==> src/inc/dmc_pkg.sv <==
// shared constants and types for the dma channel setup and interrupt block
package dmc_pkg;

    // ------------------------------------------------------------------
    // register map (byte offsets on the module register port)
    // ------------------------------------------------------------------
    localparam logic [11:0] IRQ_SETUP_OFS = 12'h784;
    localparam logic [11:0] CHANNEL_SETUP_OFS = 12'h788;
    localparam logic [11:0] CHANNEL_STATE_OFS = 12'h78a;

    // ------------------------------------------------------------------
    // reset values and field positions
    // ------------------------------------------------------------------
    localparam logic [7:0] VECTOR_RESET = 8'h0f;
    localparam logic [2:0] LEVEL_RESET = 3'h0;
    localparam int STATE_SUMMARY_BIT = 15;
    localparam int STATE_DONE_BIT = 14;
    localparam int STATE_RFAULT_BIT = 13;
    localparam int STATE_WFAULT_BIT = 12;
    localparam int STATE_SFAULT_BIT = 11;
    localparam int STATE_BRK_BIT = 10;

    // ------------------------------------------------------------------
    // field encodings
    // ------------------------------------------------------------------
    localparam logic [1:0] WIDTH_LONG = 2'h0;
    localparam logic [1:0] WIDTH_BYTE = 2'h1;
    localparam logic [1:0] WIDTH_WORD = 2'h2;
    localparam logic [1:0] TRIG_INTERNAL = 2'h0;
    localparam logic [1:0] TRIG_RESERVED = 2'h1;
    localparam logic [1:0] TRIG_EXT_BURST = 2'h2;
    localparam logic [1:0] TRIG_EXT_STEAL = 2'h3;
    localparam logic [2:0] STEP_LONG = 3'h4;
    localparam logic [2:0] STEP_WORD = 3'h2;
    localparam logic [2:0] STEP_BYTE = 3'h1;
    localparam logic [2:0] STEP_NONE = 3'h0;

    // bandwidth window: 1024 clocks, share granted in quarters of 256
    localparam int BW_WINDOW_CLKS = 1024;
    localparam int BW_CNT_W = 10;

    // ------------------------------------------------------------------
    // types
    // ------------------------------------------------------------------
    typedef struct packed {
        logic breakpoint_irq_enable;
        logic done_irq_enable;
        logic error_irq_enable;
        logic external_handshake_option;
        logic src_pointer_step;
        logic dst_pointer_step;
        logic [1:0] read_width_select;
        logic [1:0] write_width_select;
        logic [1:0] transfer_trigger;
        logic [1:0] bandwidth_share;
        logic single_address;
        logic channel_go;
    } dmc_setup_t;

    typedef struct packed {
        logic done;
        logic read_fault;
        logic write_fault;
        logic setup_fault;
        logic breakpoint;
    } dmc_flags_t;

    typedef enum logic [2:0] {
        CH_IDLE = 3'b001,
        CH_ARMED = 3'b010,
        CH_RUN = 3'b100
    } dmc_state_t;

endpackage : dmc_pkg

==> src/design/dmc_channel.sv <==
// dma channel setup register, interrupt setup register and channel start control
`timescale 1ns/1ps
// Notes on behaviour
// [RULE_01] irq setup: supervisor access only, halt clear
// [RULE_02] irq level driven onto request line
// [RULE_03] 8-bit vector, resets to 0x0f
// [RULE_04] channel setup: any privilege, halt clear
// [RULE_05] breakpoint enable sets flag; AND requests
// [RULE_06] done enable plus done flag requests
// [RULE_07] error enable plus any fault requests
// [RULE_08] handshake option ignored in internal mode
// [RULE_09] single mode: option picks read/write phase
// [RULE_10] dual mode: option picks requesting side
// [RULE_11] source pointer steps 1/2/4 or holds
// [RULE_12] destination pointer steps by source size
// [RULE_13] bits 9:8 select read cycle width
// [RULE_14] bits 7:6 select write cycle width
// [RULE_15] bits 5:4 select request mode
// [RULE_16] internal bandwidth share per 1024 clocks
// [RULE_17] single/dual address select, holding register
// [RULE_18] go clears on reset, zero, flags
// [RULE_19] go set ignored while summary set
// [RULE_20] internal mode runs while go set
// [RULE_21] external mode: go arms, demand starts
// [RULE_22] setup writes take effect immediately
// [RULE_23] halt set: register access gets bus error
// [RULE_24] summary flag is OR of flags
// [RULE_25] reset clears go, keeps other setup
module dmc_channel (
    // clock and reset
    input wire logic clk_i,
    input wire logic rst_b_i,
    // register port
    input wire logic reg_sel_i,
    input wire logic reg_wr_i,
    input wire logic [11:0] reg_addr_i,
    input wire logic [1:0] reg_be_i,
    input wire logic reg_sup_i,
    input wire logic [15:0] reg_wdata_i,
    output logic [15:0] reg_rdata_o,
    output logic reg_ack_o,
    output logic reg_berr_o,
    // module control
    input wire logic module_halt_bit_i,
    // transfer engine events
    input wire logic done_evt_i,
    input wire logic read_fault_evt_i,
    input wire logic write_fault_evt_i,
    input wire logic setup_fault_evt_i,
    input wire logic breakpoint_evt_i,
    // external handshake pins
    input wire logic ext_transfer_demand_i,
    output logic ext_transfer_grant_o,
    // transfer engine control
    output logic bus_request_o,
    output logic hs_read_phase_o,
    output logic single_address_o,
    output logic dst_hold_used_o,
    output logic [1:0] read_width_o,
    output logic [1:0] write_width_o,
    output logic [2:0] src_step_o,
    output logic [2:0] dst_step_o,
    // interrupt request toward the core
    output logic irq_req_o,
    output logic [2:0] irq_level_o,
    output logic [7:0] irq_vector_o
);

    // ------------------------------------------------------------------
    // storage
    // ------------------------------------------------------------------
    dmc_pkg::dmc_setup_t setup_r;
    dmc_pkg::dmc_flags_t flags_r;
    dmc_pkg::dmc_flags_t flag_set;
    dmc_pkg::dmc_state_t state_r;
    dmc_pkg::dmc_state_t state_nxt;
    logic [2:0] level_r;
    logic [7:0] vector_r;
    logic demand_meta_r;
    logic demand_sync_r;
    logic [dmc_pkg::BW_CNT_W-1:0] bw_cnt_r;
    logic summary;
    logic acc_setup;
    logic acc_irq;
    logic acc_state;
    logic acc_ok;
    logic wr_setup_hi;
    logic wr_setup_lo;
    logic wr_irq_hi;
    logic wr_irq_lo;
    logic wr_state_hi;
    logic ext_mode;
    logic bw_open;
    logic [2:0] src_size_step;

    // ------------------------------------------------------------------
    // register port decode
    // ------------------------------------------------------------------
    assign acc_irq = reg_sel_i && (reg_addr_i == dmc_pkg::IRQ_SETUP_OFS);
    assign acc_setup = reg_sel_i && (reg_addr_i == dmc_pkg::CHANNEL_SETUP_OFS);
    assign acc_state = reg_sel_i && (reg_addr_i == dmc_pkg::CHANNEL_STATE_OFS);
    // halted module answers nothing but bus errors; user code may not touch irq setup
    assign acc_ok = !module_halt_bit_i && !(acc_irq && !reg_sup_i); // [RULE_23] [RULE_01]
    assign wr_irq_hi = acc_irq && acc_ok && reg_wr_i && reg_be_i[1]; // [RULE_01]
    assign wr_irq_lo = acc_irq && acc_ok && reg_wr_i && reg_be_i[0];
    assign wr_setup_hi = acc_setup && acc_ok && reg_wr_i && reg_be_i[1]; // [RULE_04]
    assign wr_setup_lo = acc_setup && acc_ok && reg_wr_i && reg_be_i[0];
    assign wr_state_hi = acc_state && acc_ok && reg_wr_i && reg_be_i[1];

    always_ff @(posedge clk_i) begin
        if (!rst_b_i) begin
            reg_ack_o <= 1'b0;
            reg_berr_o <= 1'b0;
            reg_rdata_o <= 16'h0000;
        end else begin
            reg_ack_o <= reg_sel_i && acc_ok;
            reg_berr_o <= reg_sel_i && !acc_ok; // [RULE_23]
            reg_rdata_o <= 16'h0000;
            if (reg_sel_i && acc_ok && !reg_wr_i) begin
                if (acc_irq) begin
                    reg_rdata_o <= {5'h00, level_r, vector_r};
                end else if (acc_setup) begin
                    reg_rdata_o <= setup_r;
                end else if (acc_state) begin
                    reg_rdata_o <= {summary, flags_r, 10'h000};
                end
            end
        end
    end

    // ------------------------------------------------------------------
    // interrupt setup register
    // ------------------------------------------------------------------
    always_ff @(posedge clk_i) begin
        if (!rst_b_i) begin
            level_r <= dmc_pkg::LEVEL_RESET;
            vector_r <= dmc_pkg::VECTOR_RESET; // [RULE_03]
        end else begin
            if (wr_irq_hi) begin
                level_r <= reg_wdata_i[10:8];
            end
            if (wr_irq_lo) begin
                vector_r <= reg_wdata_i[7:0]; // [RULE_03]
            end
        end
    end

    // ------------------------------------------------------------------
    // channel setup register
    // ------------------------------------------------------------------
    // fields other than go have no reset: software reprograms them after reset
    always_ff @(posedge clk_i) begin
        if (wr_setup_hi) begin
            setup_r[15:8] <= reg_wdata_i[15:8]; // [RULE_22] [RULE_25]
        end
        if (wr_setup_lo) begin
            setup_r[7:1] <= reg_wdata_i[7:1]; // [RULE_22]
        end
        // go: any new flag or a written zero wins over a written one
        if (!rst_b_i) begin
            setup_r.channel_go <= 1'b0; // [RULE_25] [RULE_18]
        end else if (|flag_set) begin
            setup_r.channel_go <= 1'b0; // [RULE_18]
        end else if (wr_setup_lo) begin
            if (!reg_wdata_i[0]) begin
                setup_r.channel_go <= 1'b0; // [RULE_18]
            end else if (!summary) begin
                setup_r.channel_go <= 1'b1; // [RULE_19]
            end
        end
    end

    // ------------------------------------------------------------------
    // status flags
    // ------------------------------------------------------------------
    // enabling breakpoint interrupts by write also raises the breakpoint flag
    assign flag_set.done = done_evt_i && !flags_r.done;
    assign flag_set.read_fault = read_fault_evt_i && !flags_r.read_fault;
    assign flag_set.write_fault = write_fault_evt_i && !flags_r.write_fault;
    assign flag_set.setup_fault = setup_fault_evt_i && !flags_r.setup_fault;
    assign flag_set.breakpoint = (breakpoint_evt_i || (wr_setup_hi && reg_wdata_i[15]))
                                 && !flags_r.breakpoint; // [RULE_05]
    assign summary = |flags_r; // [RULE_24]

    generate
        for (genvar i = 0; i < 5; i++) begin : g_flag
            always_ff @(posedge clk_i) begin
                if (!rst_b_i) begin
                    flags_r[i] <= 1'b0;
                end else if (flag_set[i]) begin
                    flags_r[i] <= 1'b1;
                end else if (wr_state_hi && reg_wdata_i[dmc_pkg::STATE_BRK_BIT + i]) begin
                    flags_r[i] <= 1'b0;
                end
            end
        end
    endgenerate

    // ------------------------------------------------------------------
    // interrupt request
    // ------------------------------------------------------------------
    always_ff @(posedge clk_i) begin
        if (!rst_b_i) begin
            irq_req_o <= 1'b0;
            irq_level_o <= 3'h0;
            irq_vector_o <= dmc_pkg::VECTOR_RESET;
        end else begin
            irq_req_o <= (setup_r.breakpoint_irq_enable && flags_r.breakpoint) // [RULE_05]
                      || (setup_r.done_irq_enable && flags_r.done) // [RULE_06]
                      || (setup_r.error_irq_enable && (flags_r.read_fault
                          || flags_r.write_fault || flags_r.setup_fault)); // [RULE_07]
            irq_level_o <= level_r; // [RULE_02]
            irq_vector_o <= vector_r; // [RULE_03]
        end
    end

    // ------------------------------------------------------------------
    // external demand synchroniser
    // ------------------------------------------------------------------
    always_ff @(posedge clk_i) begin
        if (!rst_b_i) begin
            demand_meta_r <= 1'b0;
            demand_sync_r <= 1'b0;
        end else begin
            demand_meta_r <= ext_transfer_demand_i;
            demand_sync_r <= demand_meta_r;
        end
    end

    // ------------------------------------------------------------------
    // channel state
    // ------------------------------------------------------------------
    // reserved trigger code is neither internal nor external: channel stays idle
    assign ext_mode = setup_r.transfer_trigger[1]; // [RULE_15]

    always_comb begin
        state_nxt = state_r;
        case (state_r)
            dmc_pkg::CH_IDLE: begin
                if (setup_r.channel_go && !summary && !(|flag_set)) begin // [RULE_19]
                    if (ext_mode) begin
                        state_nxt = dmc_pkg::CH_ARMED; // [RULE_21]
                    end else if (setup_r.transfer_trigger == dmc_pkg::TRIG_INTERNAL) begin
                        state_nxt = dmc_pkg::CH_RUN; // [RULE_20]
                    end
                end
            end
            dmc_pkg::CH_ARMED: begin
                if (demand_sync_r) begin
                    state_nxt = dmc_pkg::CH_RUN; // [RULE_21]
                end
            end
            dmc_pkg::CH_RUN: begin
                // switching to the reserved code mid-run stops requests at once
                if (setup_r.transfer_trigger == dmc_pkg::TRIG_RESERVED) begin
                    state_nxt = dmc_pkg::CH_IDLE; // [RULE_15] [RULE_22]
                end else if (setup_r.transfer_trigger == dmc_pkg::TRIG_EXT_BURST
                             && !demand_sync_r) begin
                    state_nxt = dmc_pkg::CH_ARMED;
                end
            end
            default: state_nxt = dmc_pkg::CH_IDLE;
        endcase
        // go low stops the channel whatever the mode
        if (!setup_r.channel_go) begin
            state_nxt = dmc_pkg::CH_IDLE; // [RULE_20] [RULE_21]
        end
    end

    always_ff @(posedge clk_i) begin
        if (!rst_b_i) begin
            state_r <= dmc_pkg::CH_IDLE;
        end else begin
            state_r <= state_nxt;
        end
    end

    // ------------------------------------------------------------------
    // bandwidth window
    // ------------------------------------------------------------------
    always_ff @(posedge clk_i) begin
        if (!rst_b_i) begin
            bw_cnt_r <= '0;
        end else begin
            bw_cnt_r <= bw_cnt_r + 1'b1;
        end
    end

    // share n+1 quarters: the window's upper two bits must not pass the field
    assign bw_open = (bw_cnt_r[dmc_pkg::BW_CNT_W-1 -: 2] <= setup_r.bandwidth_share); // [RULE_16]

    // ------------------------------------------------------------------
    // transfer engine controls
    // ------------------------------------------------------------------
    always_comb begin
        case (setup_r.read_width_select) // [RULE_13]
            dmc_pkg::WIDTH_LONG: src_size_step = dmc_pkg::STEP_LONG;
            dmc_pkg::WIDTH_BYTE: src_size_step = dmc_pkg::STEP_BYTE;
            dmc_pkg::WIDTH_WORD: src_size_step = dmc_pkg::STEP_WORD;
            default: src_size_step = dmc_pkg::STEP_NONE;
        endcase
    end

    always_ff @(posedge clk_i) begin
        if (!rst_b_i) begin
            bus_request_o <= 1'b0;
            ext_transfer_grant_o <= 1'b0;
            hs_read_phase_o <= 1'b0;
            single_address_o <= 1'b0;
            dst_hold_used_o <= 1'b0;
            read_width_o <= dmc_pkg::WIDTH_LONG;
            write_width_o <= dmc_pkg::WIDTH_LONG;
            src_step_o <= dmc_pkg::STEP_NONE;
            dst_step_o <= dmc_pkg::STEP_NONE;
        end else begin
            bus_request_o <= (state_nxt == dmc_pkg::CH_RUN)
                          && (ext_mode || bw_open); // [RULE_16] [RULE_20] [RULE_21]
            ext_transfer_grant_o <= (state_nxt == dmc_pkg::CH_RUN) && ext_mode;
            // option selects read phase (single) or source requester (dual)
            hs_read_phase_o <= ext_mode
                            && setup_r.external_handshake_option; // [RULE_08] [RULE_09] [RULE_10]
            single_address_o <= setup_r.single_address; // [RULE_17]
            dst_hold_used_o <= !setup_r.single_address; // [RULE_17]
            read_width_o <= setup_r.read_width_select; // [RULE_13]
            write_width_o <= setup_r.write_width_select; // [RULE_14]
            src_step_o <= setup_r.src_pointer_step ? src_size_step
                                                   : dmc_pkg::STEP_NONE; // [RULE_11]
            dst_step_o <= setup_r.dst_pointer_step ? src_size_step
                                                   : dmc_pkg::STEP_NONE; // [RULE_12]
        end
    end
endmodule : dmc_channel

==> config.mk <==
export PLATFORM = sky130hd
export DESIGN_NAME = dmc_channel
export DESIGN_NICKNAME = d
export VERILOG_FILES = /design/src/inc/dmc_pkg.sv /design/src/design/dmc_channel.sv
export SDC_FILE = /design/constraint.sdc
export NUM_CORES = 1
export LEC_CHECK = 0
export BUFFER_PORTS_ARGS = -buffer_cell sky130_fd_sc_hd__buf_2
export CAP_MARGIN = 20
export CORE_ASPECT_RATIO = 1.1
export CORE_UTILIZATION = 56
export CTS_CLUSTER_SIZE = 14
export DETAILED_ROUTE_END_ITERATION = 8
export GPL_TIMING_DRIVEN = 0
export PLACE_DENSITY = 0.84
export SYNTH_ARGS = -nofsm -noshare
export SYNTH_HDL_FRONTEND = slang
export SYNTH_SLANG_ARGS = --single-unit
==> constraint.sdc <==
create_clock -name clk_i -period 5.3 [get_ports clk_i]
set_input_delay 0.265 -clock clk_i [delete_from_list [all_inputs] [get_ports clk_i]]
set_output_delay 0.265 -clock clk_i [all_outputs]
set_load 0.02 [all_outputs]
==> reports/qor.yml <==
gp_congestion: 0.840
ctsHoldBuffers: 0
vias: 2629
core_area_um2: 5540
drcViolationCount: 0
rsz0062_at_grt: "false"
r2r_cells: 5
critical_path.top_delay_family: "simple AND/OR/NAND/NOR gates"
yosys-top-cells-area: "dfxtp_1 (47%), edfxtp_1 (14%), nor2_1 (4.1%)"
synth_top_cell_area_share: 0.468
critPathLaunchType: "input pin"
synthFlopType: "dfxtp_1"
synthArstFlopShare: 0
drv_slew: 0
yosys_warnings: 0
cts_tree: "yes"
clock_latency_ns: 0.35
regToRegSetupSlack_ns: 3.62
syn_area_per_cell_um2: 10.5
synthCells: 313
skew_ns: 0.00871
totalPowerFinal_uw: 1230
ys_seq_area_frac: 0.604
ys_seq_elements: 92
rr_startpoint: "flags_r[2]$_SDFFE_PN0P_"
grt_pass1_vias: 2452
finish.utilization: 0.726
whs_path_depth: 1
path_class: "in -> reg"
cts_resized: 0
post_cts_buffers: 0
path_buf_inv: 3
cts_htree_levels: 3
holdWs_ns: 0.0990
cap_violations: 0
rr_endpoint: "bus_request_o$_SDFF_PN0_"
cp-end-kind: "flip-flop"
grt_overflow: 0
worstHoldStart: "reg_wdata_i[3]"
crit_arrival_ns: 2.51
worstPathMaxFanout: 10
synth_cell_types: 43
fin_area_um2: 4020
grt_max_degree: 16
worstPathCellList: "buf_2 -> or4b_4 -> or3_1 -> buf_6 -> nor2_1 -> buf_2 -> a22oi_1 -> nor2_1"
required_ns: 5.59
rows: 28
die_area_um2: 6200
cts.sinks: 92
slowest_delay_ns: 0.56
firstDrtPassIters: 5
slowest_stage: "or4b_4"
period_minus_slack_ns: 2.22
period_share: 0.418
root_buffer: "clkbuf_8"
finalWirelength_um: 7140
hold_viol_final: 0
layout-drive-gt1-share: 0.272
die_w_um: 75.2
cts_buffer_depth: 2
grt_usage: 0.257
mostFrequentLayoutCells: "buf_2 (90), dfxtp_1 (77), nor2_1 (36), nand2_1 (20), and2_1 (17)"
grt_pass1_wl_um: 11400
nets: 455
diodes: 0
vias_per_cell: 5.37
drt_iter0_markers: 249
timing.fmax_mhz: 451
antenna_left: 0
p_leak_uw: 0.00172
synth_nets: 358
die_h_um: 82.5
setup_tns_ns: 0
dp_hpwl_um: 5020
setup_viol: 0
area_delta_synth_final_pct: 21.8
cts_inserted_buffers: 9
final_common_cell: "buf_2"
slew_headroom: 0.391
synth-edff-count: 15
syn_area_um2: 3300
start_util: 0.596
antenna_found_initial: 0
min_path_type: "in -> reg"
yosysTopAreaCell: "dfxtp_1"
post_drt_wl_per_cell_um: 14.6
power.density_nw_per_um2: 305
irDropWorstVdd_uv: 201
ios: 87
whs_endpoint: "setup_r[3]$_DFFE_PP_"
clk_transition_reported_paths_ns: 0.09
status: "finished clean"
dpl-instance-area_um2: 3820
portBuffers: 85
worstMarginPinSlew_ns: 0.906
worst max-delay path by stage:
| stage | depth (start not counted) | endpoint | slack [ns] | start |
|---|---|---|---|---|
| 2_1_floorplan | 7 | vector_r[0]$_SDFFE_PN1P_ | 3.00 | reg_addr_i[5] |
| 3_3_place_gp | 8 | reg_rdata_o[5]$_SDFF_PN0_ | 2.76 | reg_addr_i[5] |
| 3_5_place_dp | 8 | reg_rdata_o[8]$_SDFF_PN0_ | 2.75 | reg_addr_i[5] |
| 4_1_cts | 8 | reg_rdata_o[1]$_SDFF_PN0_ | 3.13 | reg_addr_i[5] |
| 5_1_grt | 8 | reg_rdata_o[5]$_SDFF_PN0_ | 2.96 | reg_addr_i[5] |
| 6_report | 8 | reg_rdata_o[8]$_SDFF_PN0_ | 3.08 | reg_addr_i[5] |
cells in the mapped netlist (4+ instances only):
cell type and instances:
dfxtp_1 77, nor2_1 36, nand2_1 20, and2_1 17
a22oi_1 16, nor3_1 16, edfxtp_1 15, nand2b_1 11
nand3_1 10, o21ai_0 10, mux2i_1 8, clkbuf_1 6
inv_1 6, a31oi_1 5, nor2b_1 5, xor2_1 5
a21oi_1 4, and3_1 4, buf_2 4, nor4_1 4
kinds of logic after synthesis:
kind of cell,after synthesis,synth area share
xor gates and xnor gates,8,0.0213
buffers and inverters,19,0.0277
AOI/OAI and AO/OA,44,0.0892
DFF,92,0.604
adders and majority gates,3,0.0114
and+or+nand+nor,139,0.222
muxes,8,0.0243
worst register-to-register path: stages, from the launching register on:
cell and delay, ns:
dfxtp_1 0.36, nor3_1 0.39, nand4_1 0.25, nor4_1 0.29, a31o_2 0.20, and2_1 0.13
registers in the layout, indices dropped and copies added, names as in the netlist, 2 cells and up:
| register | cells |
|---|---|
| src_step_o | 3 |
| setup_r | 15 |
| flags_r | 5 |
| bw_cnt_r | 10 |
| level_r | 3 |
| reg_rdata_o | 16 |
| read_width_o | 2 |
| write_width_o | 2 |
| irq_level_o | 3 |
| irq_vector_o | 8 |
| state_r | 3 |
| dst_step_o | 3 |
| vector_r | 8 |
report_power, final:
group	leakage (µW)	internal [µW]	total (µW)	switching (µW)
clock network	0.0000990	211	447	237
registers	0.000761	716	722	5.96
logic	0.000856	23.3	55.9	32.6
total	0.00172	950	1230	275
final cells by class:
class / instances / area [µm²]
sequential: 92 / 1990
inverter: 7 / 26.3
timing repair buffer: 86 / 430
multi-input combinational: 202 / 1210
buffer: 12 / 65.1
clock buffer: 12 / 165
fill: 421 / 1520
tap: 75 / 93.8
clock inverter: 4 / 30.0
metrics by stage:
stage	setup WS, ns	cells
floorplan	3.00	313
global placement	2.76	473
finish	3.08	490
detailed placement	2.75	474
global route	2.96	490
CTS	3.13	490
routing by layer:
metal / track usage / routed length [µm] / up-vias
met2: 0.424 / 3520 / 111
met5: 0 / 0 / -
met1: 0.322 / 3030 / 1203
li1: - / - / 1300
met3: 0.0595 / 423 / 15
met4: 0.109 / 169 / 0
Power figures use the tool's default switching activity.
